### config.mk
export PLATFORM = sky130hd
export DESIGN_NAME = cqc_txq_ctrl
export DESIGN_NICKNAME = d
export VERILOG_FILES = /design/src/rtl/cqc_pkg.sv /design/src/rtl/cqc_txq_ctrl.sv /design/src/rtl/cqc_sync.sv /design/src/rtl/cqc_spi_slave.sv
export SDC_FILE = /design/constraint.sdc
export NUM_CORES = 1
export LEC_CHECK = 0
export ABC_AREA = 1
export BUFFER_PORTS_ARGS = -buffer_cell sky130_fd_sc_hd__buf_2
export CAP_MARGIN = 20
export CELL_PAD_IN_SITES_DETAIL_PLACEMENT = 1
export CELL_PAD_IN_SITES_GLOBAL_PLACEMENT = 1
export CORE_MARGIN = 2
export CORE_UTILIZATION = 40
export DETAILED_ROUTE_END_ITERATION = 7
export PLACE_DENSITY = 0.7
export SYNTH_ARGS = -nofsm -noshare
export SYNTH_HDL_FRONTEND = slang
export SYNTH_HIERARCHICAL = 1
export SYNTH_SLANG_ARGS = --single-unit
### constraint.sdc
create_clock -name mclk -period 6.5 [get_ports mclk]
set_clock_uncertainty 0.2 [all_clocks]
set_input_delay 0.65 -clock mclk [delete_from_list [all_inputs] [get_ports mclk]]
set_output_delay 0.65 -clock mclk [all_outputs]
set_load 0.02 [all_outputs]
### src/rtl/cqc_pkg.sv
package cqc_pkg;

    // Register word addresses inside the SPI space
    localparam logic [11:0] CQC_CTRL_ADDR = 12'h050;
    localparam logic [11:0] CQC_STAT_ADDR = 12'h054;

    // SPI command nibbles
    localparam logic [3:0] CQC_CMD_WRITE = 4'h2;
    localparam logic [3:0] CQC_CMD_READ = 4'h3;
    localparam int CQC_SPI_HDR_BITS = 16;
    localparam int CQC_SPI_FRAME_BITS = 48;

    // Control register fields
    localparam int CQC_RST_REQ_BIT = 10;
    localparam int CQC_SEND_REQ_BIT = 9;
    localparam int CQC_HEAD_INC_BIT = 8;
    localparam int CQC_TX_EN_BIT = 7;
    localparam int CQC_ATT_IE_BIT = 4;
    localparam int CQC_EMPTY_IE_BIT = 2;
    localparam int CQC_NFULL_IE_BIT = 0;

    // Status register fields
    localparam int CQC_CI_LSB = 8;
    localparam int CQC_CI_MSB = 12;
    localparam int CQC_ABT_BIT = 7;
    localparam int CQC_LARB_BIT = 6;
    localparam int CQC_ERR_BIT = 5;
    localparam int CQC_ATT_IF_BIT = 4;
    localparam int CQC_EMPTY_IF_BIT = 2;
    localparam int CQC_NFULL_IF_BIT = 0;

    // Reset values
    localparam logic CQC_RST_REQ_RST = 1'b1;
    localparam logic CQC_TX_EN_VAL = 1'b1;
    localparam logic [31:0] CQC_ZERO_WORD = 32'h0000_0000;

    // Pulses from the bus engine, one cycle each
    typedef struct packed {
        logic done;
        logic aborted;
        logic lost_arb;
        logic bus_err;
        logic exhausted;
    } cqc_event_t;

    // Queue pointers as seen by the message RAM side
    typedef struct packed {
        logic [4:0] current_index;
        logic [4:0] head;
        logic [5:0] count;
    } cqc_queue_t;

    // Gated interrupt sources
    typedef struct packed {
        logic att;
        logic empty;
        logic nfull;
    } cqc_irq_t;

endpackage

### src/rtl/cqc_txq_ctrl.sv
// Operation
// - Writing one to reset request resets the queue; hardware clears it when done.
// - Reset request held set in configuration mode, cleared in normal mode.
// - Send request starts transmission; clears itself once every queued message is sent.
// - Writing zero to a set send request asks to abort the pending message.
// - Send request refreshed on message completion, abort and queue reset.
// - Head increment advances the head by exactly one slot and self-clears.
// - Transmit enable bit always reads one.
// - Three enables gate attempts-exhausted, empty and not-full interrupts.
// - Current index reads the slot to be transmitted next.
// - Current index is zero-based, from zero to depth minus one.
// - Aborted flag is one after abort, zero after successful completion.
// - Lost-arbitration flag set when the message loses arbitration.
// - Transmit error flag set when a bus error occurs during sending.
// - Outcome flags clear on send request set or on SPI write of zero.
// - Aborted flag updated on completion and abort; all outcome flags cleared on queue reset.
// - Attempts-exhausted flag set by hardware, held until software clears it.
// - Empty flag read-only, one when nothing queued, one after reset.
// - Unimplemented bits ignore writes and read zero.
// - Depth field value plus one gives the queue depth, one to thirty-two.
`timescale 1ns/1ps
`default_nettype none
module cqc_txq_ctrl (
    input wire logic mclk,
    input wire logic rst,
    input wire logic spi_sck,
    input wire logic spi_cs_n,
    input wire logic spi_sdi,
    output logic spi_sdo,
    input wire logic config_mode,
    input wire logic [4:0] queue_depth,
    input wire cqc_pkg::cqc_event_t evt,
    output logic send_request,
    output logic abort_pulse,
    output logic queue_reset_request,
    output cqc_pkg::cqc_queue_t queue,
    output cqc_pkg::cqc_irq_t irq
);
    import cqc_pkg::*;

    logic [2:0] pins_s;
    logic [11:0] addr;
    logic wr;
    logic [31:0] wdata;
    logic [31:0] rdata;
    logic [31:0] ctrl_rd;
    logic [31:0] stat_rd;
    logic wr_ctrl;
    logic wr_stat;
    logic att_ie;
    logic empty_ie;
    logic nfull_ie;
    logic aborted_flag;
    logic lost_arbitration_flag;
    logic transmit_error_flag;
    logic attempts_exhausted_flag;
    logic queue_empty_flag;
    logic queue_not_full_flag;
    logic [5:0] depth;
    logic inc;
    logic done;
    logic set_req;
    logic [5:0] next_count;

    // Pins from the host are asynchronous to mclk
    cqc_sync #(.W(3)) u_sync (
        .mclk(mclk),
        .rst(rst),
        .d({spi_sck, spi_cs_n, spi_sdi}),
        .q(pins_s)
    );

    cqc_spi_slave u_spi (
        .mclk(mclk),
        .rst(rst),
        .sck(pins_s[2]),
        .cs_n(pins_s[1]),
        .sdi(pins_s[0]),
        .rdata(rdata),
        .addr(addr),
        .wr(wr),
        .wdata(wdata),
        .sdo(spi_sdo)
    );

    // Decode and queue arithmetic
    assign wr_ctrl = wr && addr == CQC_CTRL_ADDR;
    assign wr_stat = wr && addr == CQC_STAT_ADDR;
    assign depth = {1'b0, queue_depth} + 6'h01;
    assign queue_empty_flag = queue.count == 6'h00;
    assign queue_not_full_flag = queue.count != depth;
    // A full queue or a pending reset swallows the increment
    assign inc = wr_ctrl && wdata[CQC_HEAD_INC_BIT] && !queue_reset_request
        && queue_not_full_flag;
    assign done = evt.done && send_request && !queue_empty_flag && !queue_reset_request;
    assign set_req = wr_ctrl && wdata[CQC_SEND_REQ_BIT] && !queue_reset_request;
    assign next_count = queue.count + {5'h00, inc} - {5'h00, done};

    // Read views; unlisted bits stay zero
    always_comb begin
        ctrl_rd = CQC_ZERO_WORD;
        ctrl_rd[CQC_RST_REQ_BIT] = queue_reset_request;
        ctrl_rd[CQC_SEND_REQ_BIT] = send_request;
        ctrl_rd[CQC_TX_EN_BIT] = CQC_TX_EN_VAL;
        ctrl_rd[CQC_ATT_IE_BIT] = att_ie;
        ctrl_rd[CQC_EMPTY_IE_BIT] = empty_ie;
        ctrl_rd[CQC_NFULL_IE_BIT] = nfull_ie;
        stat_rd = CQC_ZERO_WORD;
        stat_rd[CQC_CI_MSB:CQC_CI_LSB] = queue.current_index;
        stat_rd[CQC_ABT_BIT] = aborted_flag;
        stat_rd[CQC_LARB_BIT] = lost_arbitration_flag;
        stat_rd[CQC_ERR_BIT] = transmit_error_flag;
        stat_rd[CQC_ATT_IF_BIT] = attempts_exhausted_flag;
        stat_rd[CQC_EMPTY_IF_BIT] = queue_empty_flag;
        stat_rd[CQC_NFULL_IF_BIT] = queue_not_full_flag;
        if (addr == CQC_CTRL_ADDR) begin
            rdata = ctrl_rd;
        end else if (addr == CQC_STAT_ADDR) begin
            rdata = stat_rd;
        end else begin
            rdata = CQC_ZERO_WORD;
        end
    end

    // Reset request: held in configuration mode, one cycle otherwise
    always_ff @(posedge mclk) begin
        if (rst) begin
            queue_reset_request <= CQC_RST_REQ_RST;
        end else if (config_mode) begin
            queue_reset_request <= 1'b1;
        end else if (wr_ctrl && wdata[CQC_RST_REQ_BIT]) begin
            queue_reset_request <= 1'b1;
        end else begin
            queue_reset_request <= 1'b0;
        end
    end

    // Queue pointers, cleared while the reset request stands
    always_ff @(posedge mclk) begin
        if (rst || queue_reset_request) begin
            queue <= '0;
        end else begin
            queue.count <= next_count;
            if (inc) begin
                queue.head <= (queue.head == queue_depth) ? 5'h00 : queue.head + 5'h01;
            end
            if (done) begin
                // Wraps at the configured depth so the index stays in range
                queue.current_index <= (queue.current_index == queue_depth) ? 5'h00
                    : queue.current_index + 5'h01;
            end
        end
    end

    // Send request and abort strobe
    // A queue reset outranks a same-cycle set, abort or completion
    always_ff @(posedge mclk) begin
        if (rst) begin
            send_request <= 1'b0;
            abort_pulse <= 1'b0;
        end else begin
            abort_pulse <= wr_ctrl && !wdata[CQC_SEND_REQ_BIT] && send_request
                && !queue_reset_request;
            if (queue_reset_request) begin
                send_request <= 1'b0;
            end else if (set_req) begin
                send_request <= 1'b1;
            end else if (wr_ctrl && send_request) begin
                send_request <= 1'b0;
            end else if (evt.aborted) begin
                send_request <= 1'b0;
            end else if (next_count == 6'h00) begin
                send_request <= 1'b0;
            end
        end
    end

    // Interrupt enables
    always_ff @(posedge mclk) begin
        if (rst) begin
            att_ie <= 1'b0;
            empty_ie <= 1'b0;
            nfull_ie <= 1'b0;
        end else if (wr_ctrl) begin
            att_ie <= wdata[CQC_ATT_IE_BIT];
            empty_ie <= wdata[CQC_EMPTY_IE_BIT];
            nfull_ie <= wdata[CQC_NFULL_IE_BIT];
        end
    end

    // Outcome flags; a hardware set beats a same-cycle clear
    // Queue reset outranks events, since the message they describe is gone
    always_ff @(posedge mclk) begin
        if (rst || queue_reset_request) begin
            aborted_flag <= 1'b0;
            lost_arbitration_flag <= 1'b0;
            transmit_error_flag <= 1'b0;
        end else begin
            if (evt.aborted) begin
                aborted_flag <= 1'b1;
            end else if (done || set_req || (wr_stat && !wdata[CQC_ABT_BIT])) begin
                aborted_flag <= 1'b0;
            end
            if (evt.lost_arb) begin
                lost_arbitration_flag <= 1'b1;
            end else if (set_req || (wr_stat && !wdata[CQC_LARB_BIT])) begin
                lost_arbitration_flag <= 1'b0;
            end
            if (evt.bus_err) begin
                transmit_error_flag <= 1'b1;
            end else if (set_req || (wr_stat && !wdata[CQC_ERR_BIT])) begin
                transmit_error_flag <= 1'b0;
            end
        end
    end

    // Sticky attempts-exhausted flag, cleared only by software
    always_ff @(posedge mclk) begin
        if (rst) begin
            attempts_exhausted_flag <= 1'b0;
        end else if (evt.exhausted) begin
            attempts_exhausted_flag <= 1'b1;
        end else if (wr_stat && !wdata[CQC_ATT_IF_BIT]) begin
            attempts_exhausted_flag <= 1'b0;
        end
    end

    // Registered interrupt sources toward the interrupt logic
    always_ff @(posedge mclk) begin
        if (rst) begin
            irq <= '0;
        end else begin
            irq.att <= attempts_exhausted_flag && att_ie;
            irq.empty <= queue_empty_flag && empty_ie;
            irq.nfull <= queue_not_full_flag && nfull_ie;
        end
    end
endmodule
`default_nettype wire

### src/rtl/cqc_sync.sv
`timescale 1ns/1ps
`default_nettype none
module cqc_sync #(
    parameter int W = 3
) (
    input wire logic mclk,
    input wire logic rst,
    input wire logic [W-1:0] d,
    output logic [W-1:0] q
);
    // Two flops per bit; the first stage feeds only the second
    genvar i;
    generate
        for (i = 0; i < W; i++) begin : g_bit
            logic meta;
            always_ff @(posedge mclk) begin
                if (rst) begin
                    meta <= 1'b0;
                    q[i] <= 1'b0;
                end else begin
                    meta <= d[i];
                    q[i] <= meta;
                end
            end
        end
    endgenerate
endmodule
`default_nettype wire

### src/rtl/cqc_spi_slave.sv
`timescale 1ns/1ps
`default_nettype none
module cqc_spi_slave (
    input wire logic mclk,
    input wire logic rst,
    input wire logic sck,
    input wire logic cs_n,
    input wire logic sdi,
    input wire logic [31:0] rdata,
    output logic [11:0] addr,
    output logic wr,
    output logic [31:0] wdata,
    output logic sdo
);
    import cqc_pkg::*;

    logic sck_q;
    logic [5:0] bitcnt;
    logic [15:0] hdr;
    logic [31:0] dsh;
    logic [31:0] osh;
    logic [3:0] cmd;
    logic load;
    logic rise;
    logic fall;

    // Edges of the already synchronised serial clock (mode 0,0)
    assign rise = sck & ~sck_q & ~cs_n;
    assign fall = ~sck & sck_q & ~cs_n;

    // Header and data shift; write issued on last data bit
    always_ff @(posedge mclk) begin
        if (rst) begin
            sck_q <= 1'b0;
            bitcnt <= 6'h00;
            hdr <= 16'h0000;
            dsh <= CQC_ZERO_WORD;
            cmd <= 4'h0;
            addr <= 12'h000;
            wr <= 1'b0;
            wdata <= CQC_ZERO_WORD;
            load <= 1'b0;
        end else begin
            sck_q <= sck;
            wr <= 1'b0;
            load <= 1'b0;
            if (cs_n) begin
                bitcnt <= 6'h00;
            end else if (rise) begin
                bitcnt <= bitcnt + 6'h01;
                if (bitcnt < 6'(CQC_SPI_HDR_BITS)) begin
                    hdr <= {hdr[14:0], sdi};
                end else begin
                    dsh <= {dsh[30:0], sdi};
                end
                if (bitcnt == 6'(CQC_SPI_HDR_BITS - 1)) begin
                    cmd <= hdr[14:11];
                    addr <= {hdr[10:0], sdi};
                    load <= 1'b1;
                end
                if (bitcnt == 6'(CQC_SPI_FRAME_BITS - 1) && cmd == CQC_CMD_WRITE) begin
                    wr <= 1'b1;
                    wdata <= {dsh[30:0], sdi};
                end
            end
        end
    end

    // Read word captured once the address is known, shifted out MSB first
    always_ff @(posedge mclk) begin
        if (rst) begin
            osh <= CQC_ZERO_WORD;
            sdo <= 1'b0;
        end else if (load) begin
            osh <= (cmd == CQC_CMD_READ) ? rdata : CQC_ZERO_WORD;
        end else if (fall && bitcnt >= 6'(CQC_SPI_HDR_BITS)) begin
            sdo <= osh[31];
            osh <= {osh[30:0], 1'b0};
        end
    end
endmodule
`default_nettype wire

==> metrics.txt, run 1 <==
Max stage delay on crit path=0.43 ns; crit path capture type=register; clock sink total=127; grt total ovfl=0; Clock Pin Slew Worst Setup and Hold Paths=~0.060 ns; largest net degree at the start of global routing=66; routed length on met2=7990 µm; I/O Pins=39; Iter 0 DRT Violations=~280; Fin Setup TNS=0 ns; Worst slew margin=between 30% and 40%; total length of routed met3 wires=370 µm; DR vias/cell=5.04; CP Max Fanout=8; max-capacitance violation count=0; Hold/Removal Path Class=reg2reg; fin cells=1092; Crit path required time=6.58 ns; Mean Syn Cell Area=7.07 µm²; status=finished clean; clk_lat worst skew=roughly 0.42 ns; final setup fails=0; placed insts=1061; nets=925; total die area=16100 µm²; RSZ-0062 raised after global routing=no; Detailed Route WL=16000 µm; Sequential Area=2540 µm²; area of the core=14600 µm²; CTS tree=yes; P_leak=2.88 nW; Crit Path Class=in2reg; Levels on crit path=19; vias in the first global route=approximately 5.7k; Synth Cell Area=just over 6000 µm²; TritonCTS buffer count=17; CP bufs+invs=3; IO Port Bufs=38; Layout area overhead=14.9%; Multi-input gate area=2940 µm²; GP Congestion=0.848; met1 wire length=between 7000 and 8000 µm; final period utilization=48.1%; Final min period=3.12 ns; CP max-delay cell=fa_1; Total GRT Usage=21.0%; Slew @ Worst Pin=1.04 ns; WP data arrival=roughly 3.2 ns; initial antenna violation count=0; HPWL after DPL=10900 µm; global-route wire length before repair=around 27000 µm; post-CTS sizing=0; CP startpoint kind=primary input; Worst VDD drop=0.205 mV; std cell rows=44; DIE HEIGHT=127 µm; CP delay by family, top=adder cells; r2r worst-path depth=17; fmax=320 MHz; DRC=0; DIE WIDTH=between 100 and 150 µm; CP Cell Sequence=buf_2 > ha_1 > nand2_1 > nand4_1 > nor2_2 > nand3_4 > nand2_1 > ha_1 > inv_1 > ha_1 > fa_1 > inv_1 > nand2_1 > nor2_1 > nand3_1 > nor2_1 > nand2_1 > nand2_1 > a21oi_1; final-report hold violation count=0; top sig layer=met4; Initial Util=41.3%; Hold Path Depth=2; Power per Cell Area=261 nW/µm²; Clock Path Buffers=2; CTS Hold Buffers Added=0; Top cell by count, worst path=nand2_1; setup bufs post-CTS=0; Fill cells=about 1.9k; via count=5502; share of layout cells above drive strength 1=a little under an eighth; Syn. warnings=6; CTS Root Cell=clkbuf_16; Final Slew Violations=0; TritonRoute pass-1 iters=4; Antenna Nets Post-Route=0; Core Util, Final=47.5%; Inserted Diodes=0; Post-Syn Instances=around 860; wire per inst=14.7 µm; H-tree depth=4
-- metal layers --
| layer | global-route usage (%) | vias up |
|---|---|---|
| li1 | - | 2786 |
| met5 | 0 | - |
| met2 | 37.6 | 60 |
| met3 | 4.30 | 23 |
| met1 | 25.2 | 2633 |
| met4 | 6.72 | 0 |
-- placed cells by master (no fill, tap or decap), types with 7 or more instances in the layout --
master     instances
a21oi_1           62
dfxtp_1          127
clkbuf_16         17
conb_1            21
o21ai_1           15
ha_1              12
buf_2             38
inv_1            103
nor2_1           108
nand3_1           48
inv_2             10
nor2_4             7
o22ai_1           14
xnor2_1            7
o21ai_0           46
nand2_1          187
nand4_1           28
xor2_1             7
-- metrics by stage --
step                worst slack [ns]  instance area [µm²]  hold WS (ns)  total power, mW
global route                    3.09                 6950         0.224             1.88
floorplan                       3.37                 6120         0.188            0.848
finish                          3.38                 6950         0.202             1.82
global placement                3.06                 6350         0.193            0.863
CTS                             3.36                 6950         0.203             1.84
detailed placement              2.94                 6350         0.195            0.866
-- flip-flops by register name, summed over array words and instances (netlist names), 3 cells and up --
name               flops
queue                 16
u_spi/addr            12
u_sync/q               3
u_spi/hdr             15
u_sync/g_bit.meta      3
u_spi/cmd              4
u_spi/osh             32
irq                    3
u_spi/dsh             10
u_spi/bitcnt           6
u_spi/wdata            9
-- cell type report --
type / instances / share of cell area [%]
Timing Repair Buffer: 41 / 3.06
Tap cell: 184 / 3.31
Clock buffer: 19 / 6.23
Inverter: 115 / 6.21
Clock inverter: 12 / 2.34
Sequential cell: 127 / 36.6
Multi-Input combinational cell: 594 / 42.3
-- power breakdown --
| group | internal [mW] | leakage, nW | switching [mW] | total [mW] |
|---|---|---|---|---|
| clock network | 0.604 | 0.284 | 0.362 | 0.967 |
| registers | 0.786 | 1.03 | 0.00466 | 0.791 |
| logic | 0.0171 | 1.57 | 0.0406 | 0.0576 |
-- final timing paths --
check,from,endpoint,slack (ns)
setup reg to reg,queue[2],send_request,3.38
hold / removal,u_sync/g_bit[1].meta,u_sync/q[1],0.20
hold reg to reg,u_sync/g_bit[1].meta,u_sync/q[1],0.20
setup / recovery,queue_depth[0],send_request,3.38
-- worst register-to-register path: stages, from the launching register on --
cell	delay, ns
dfxtp_1	0.44
inv_1	0.13
ha_1	0.21
nand4_1	0.16
nand2_1	0.18
inv_2	0.18
ha_1	0.26
inv_1	0.06
ha_1	0.19
fa_1	0.43
inv_1	0.08
nand2_1	0.05
nor2_1	0.10
nand3_1	0.08
nor2_1	0.09
nand2_1	0.06
nand2_1	0.05
a21oi_1	0.05
(Power assumes the default switching activity.)
==> inputs of run 2 (changes only) <==
- PLACE_DENSITY: 0.7 -> 0.73
- clock period: 6.5 -> 2.6 ns (I/O delays scaled with it)
==> run 2 against run 1 <==
Effect of this change:
- the flow now finishes with violations (negative setup slack)
- largest power group unchanged
- largest cell class unchanged
- first-iteration DRC count down 0.72%
- count of clock-buffer cells in the layout up 1
- combinational power rose to 3.1 times the previous value
- sequential share of layout area down 2.0 points
- critical path depth down 2
- design area up 6.6%
- total power up 140%
- worst hold slack better by 0.0039 ns
==> metrics.txt, run 2 (synthesized netlist as in run 1, its figures left out) <==
Layout area overhead=22.4% (was 14.9%); wire per inst=14.6 µm (was 14.7 µm); Initial Util=41.3% (unchanged); CTS Root Cell=clkbuf_16 (unchanged); DR vias/cell=4.98 (was 5.04); switching part of the total power=23.4% (was 22.4%); Hold/Removal Path Class=reg2reg (unchanged); DIE WIDTH=127 µm (unchanged); IO Port Bufs=38 (unchanged); WP data arrival=2.85 ns (was 3.20 ns); R2R setup slack=-0.17 ns (was 3.38 ns); GP Congestion=0.886 (was 0.848); crit path capture type=register (unchanged); HPWL after DPL=11800 µm (was 10900 µm); Antenna Nets Post-Route=0 (unchanged); Clock Pin Slew Worst Setup and Hold Paths=0.06 ns (about the same); launch point of the worst reg-to-reg path=queue[4] (was queue[2]); part of the power in registers=44.9% (was 43.6%); global-route wire length before repair=28300 µm (was 27400 µm); final setup fails=1 (was 0); Fin Setup TNS=-0.166 ns (was 0 ns); vias in the first global route=5915 (was 5688); status=finished, violations left (was finished clean); RSZ-0062 raised after global routing=yes (was no); Hold Path Depth=2 (unchanged); max-capacitance violation count=0 (unchanged); DIE HEIGHT=127 µm (unchanged); clk_lat worst skew=0.42 ns (about the same); Largest Register=u_spi/osh (unchanged); CTS tree=yes (unchanged); Iter 0 DRT Violations=274 (was 276); Total GRT Usage=21.8% (was 21.0%); Power per Cell Area=594 nW/µm² (was 261 nW/µm²); initial antenna violation count=0 (unchanged); largest net degree at the start of global routing=43 (was 66); GR Util met2=39.0% (was 37.6%); grt total ovfl=0 (unchanged); via count=5677 (was 5502); HP Start=u_sync/g_bit[2].meta (was u_sync/g_bit[1].meta); final period utilization=106%; Final Slew Violations=0 (unchanged); Worst slew margin=58.5% (was 30.6%); TritonRoute pass-1 iters=4 (unchanged); P_leak=3.11 nW (was 2.88 nW); Critical R2R Capture=send_request (unchanged); TritonCTS buffer count=17 (unchanged); Crit Path Class=reg2reg (was in2reg); DRC=0 (unchanged); GR Layer Usage met3=4.68% (was 4.30%); Fill cells=1893 (was 1898); std cell rows=44 (unchanged); CP Max Fanout=3 (was 8); nets=972 (was 925); GRT busiest layer=met2 (unchanged); P_int=3.37 mW (was 1.41 mW); Slew @ Worst Pin=0.621 ns (was 1.04 ns); I/O Pins=39 (unchanged); Worst VDD drop=0.451 mV (was 0.205 mV); met1 Track Usage GR=26.1% (was 25.2%); Largest register FFs=32 (unchanged); Gate power share=4.1% (was 3.2%); share of layout cells above drive strength 1=18.0% (was 11.6%); Hold Path End=u_sync/q[2] (was u_sync/q[1]); largest registers=u_spi/osh (32), queue (16), u_spi/hdr (15) (unchanged); Inserted Diodes=0 (unchanged); CP startpoint kind=register (was primary input); H-tree depth=4 (unchanged); commonest non-fill, non-tap cell in the layout=nand2_1 (unchanged); total die area=16100 µm² (unchanged); hold slack=0.206 ns (was 0.202 ns); clock sink total=127 (unchanged); clock power share=51.1% (was 53.3%); violated checks=negative setup slack; final-report hold violation count=0 (unchanged); area of the core=14600 µm² (unchanged); commonest non-fill, non-tap cells in the layout=183 x nand2_1, 117 x dfxtp_1, 102 x nor2_1, 99 x inv_1, 61 x a21oi_1 (was 187 x nand2_1, 127 x dfxtp_1, 108 x nor2_1, 103 x inv_1, 62 x a21oi_1); Crit path required time=2.68 ns (was 6.58 ns); fmax=362 MHz; Final min period=between 2 and 3 ns; Detailed Route WL=16600 µm (was 16000 µm); Clock Path Buffers=2 (unchanged); final setup margin=-0.166 ns (was 3.38 ns); Core Util, Final=50.6% (was 47.5%); r2r worst-path depth=17 (unchanged); sw power=1.03 mW (was 408 µW)
run 2: changes by cell type in the layout (fill, tap and decap cells not counted), sizes merged:
cell / change
bufinv: -2
clkinv: +3
dlygate4sd3: +10
inv: -1
clkbuf: +1
buf: +37
run 2: final cells by class:
cell class / count / area [µm²] / share of cell area [%]
Sequential cell: 127 / 2560 / 34.6
Clock buffer: 20 / 447 / 6.03
Multi-Input combinational cell: 594 / 3010 / 40.6
Clock inverter: 12 / 113 / 1.52
Inverter: 115 / 432 / 5.83
Timing Repair Buffer: 88 / 619 / 8.36
Tap cell: 184 / 230 / 3.11
run 2: power by group through the flow:
stage | registers (mW) | logic (mW) | clock network, mW
finish | 1.97 | 0.179 | 2.25
global route | 1.98 | 0.203 | 2.39
CTS | 1.97 | 0.180 | 2.30
detailed placement | 2.02 | 0.167 | 0
global placement | 2.02 | 0.162 | 0
floorplan | 2.02 | 0.102 | 0
run 2: metal layers:
metal	routed length, µm	share of wire (%)
met1	7610	46
met3	472	2.8
met4	348	2.1
met5	0	0
met2	8210	49
run 2: through the flow:
stage	power, mW	worst slack [ns]	std cells	area [µm²]
after floorplan	2.12	-0.0777	876	6150
after global placement	2.18	-0.269	1096	6670
after detailed placement	2.18	-0.346	1096	6670
after CTS	4.46	-0.217	1139	7380
after global routing	4.57	-0.356	1140	7410
final	4.40	-0.166	1140	7410
run 2: how the worst max path moves through the flow:
stage                    from           end  slack (ns)  depth (start not counted)
4_1_cts         u_spi/addr[6]  send_request       -0.22                         18
3_3_place_gp   queue_depth[1]  send_request       -0.27                         20
2_1_floorplan  queue_depth[1]  send_request       -0.08                         19
3_5_place_dp   queue_depth[0]  send_request       -0.35                         20
5_1_grt         u_spi/addr[9]  send_request       -0.36                         17
6_report             queue[4]  send_request       -0.17                         17
run 2: critical path, stage by stage, from the launching register on:
cell and delay, ns:
dfxtp_4 0.34, inv_1 0.09, ha_1 0.16, nand4_1 0.16
nand2_2 0.12, inv_2 0.05, ha_1 0.29, inv_2 0.08
ha_4 0.14, fa_2 0.44, inv_2 0.08, nand2_1 0.05
nor2_1 0.08, nand3_1 0.07, nor2_1 0.09, nand2_1 0.06
nand2_1 0.07, a21oi_2 0.04
run 2: repair_timing:
item / 4_1_cts / 5_1_grt
pin swaps: 12 / 7
gates resized for setup: 13 / 10
endpoints found under the hold margin: 9 / 0
setup endpoints to repair: 4 / 4
hold buffers: 10 / 0
setup buffers: 1 / 2
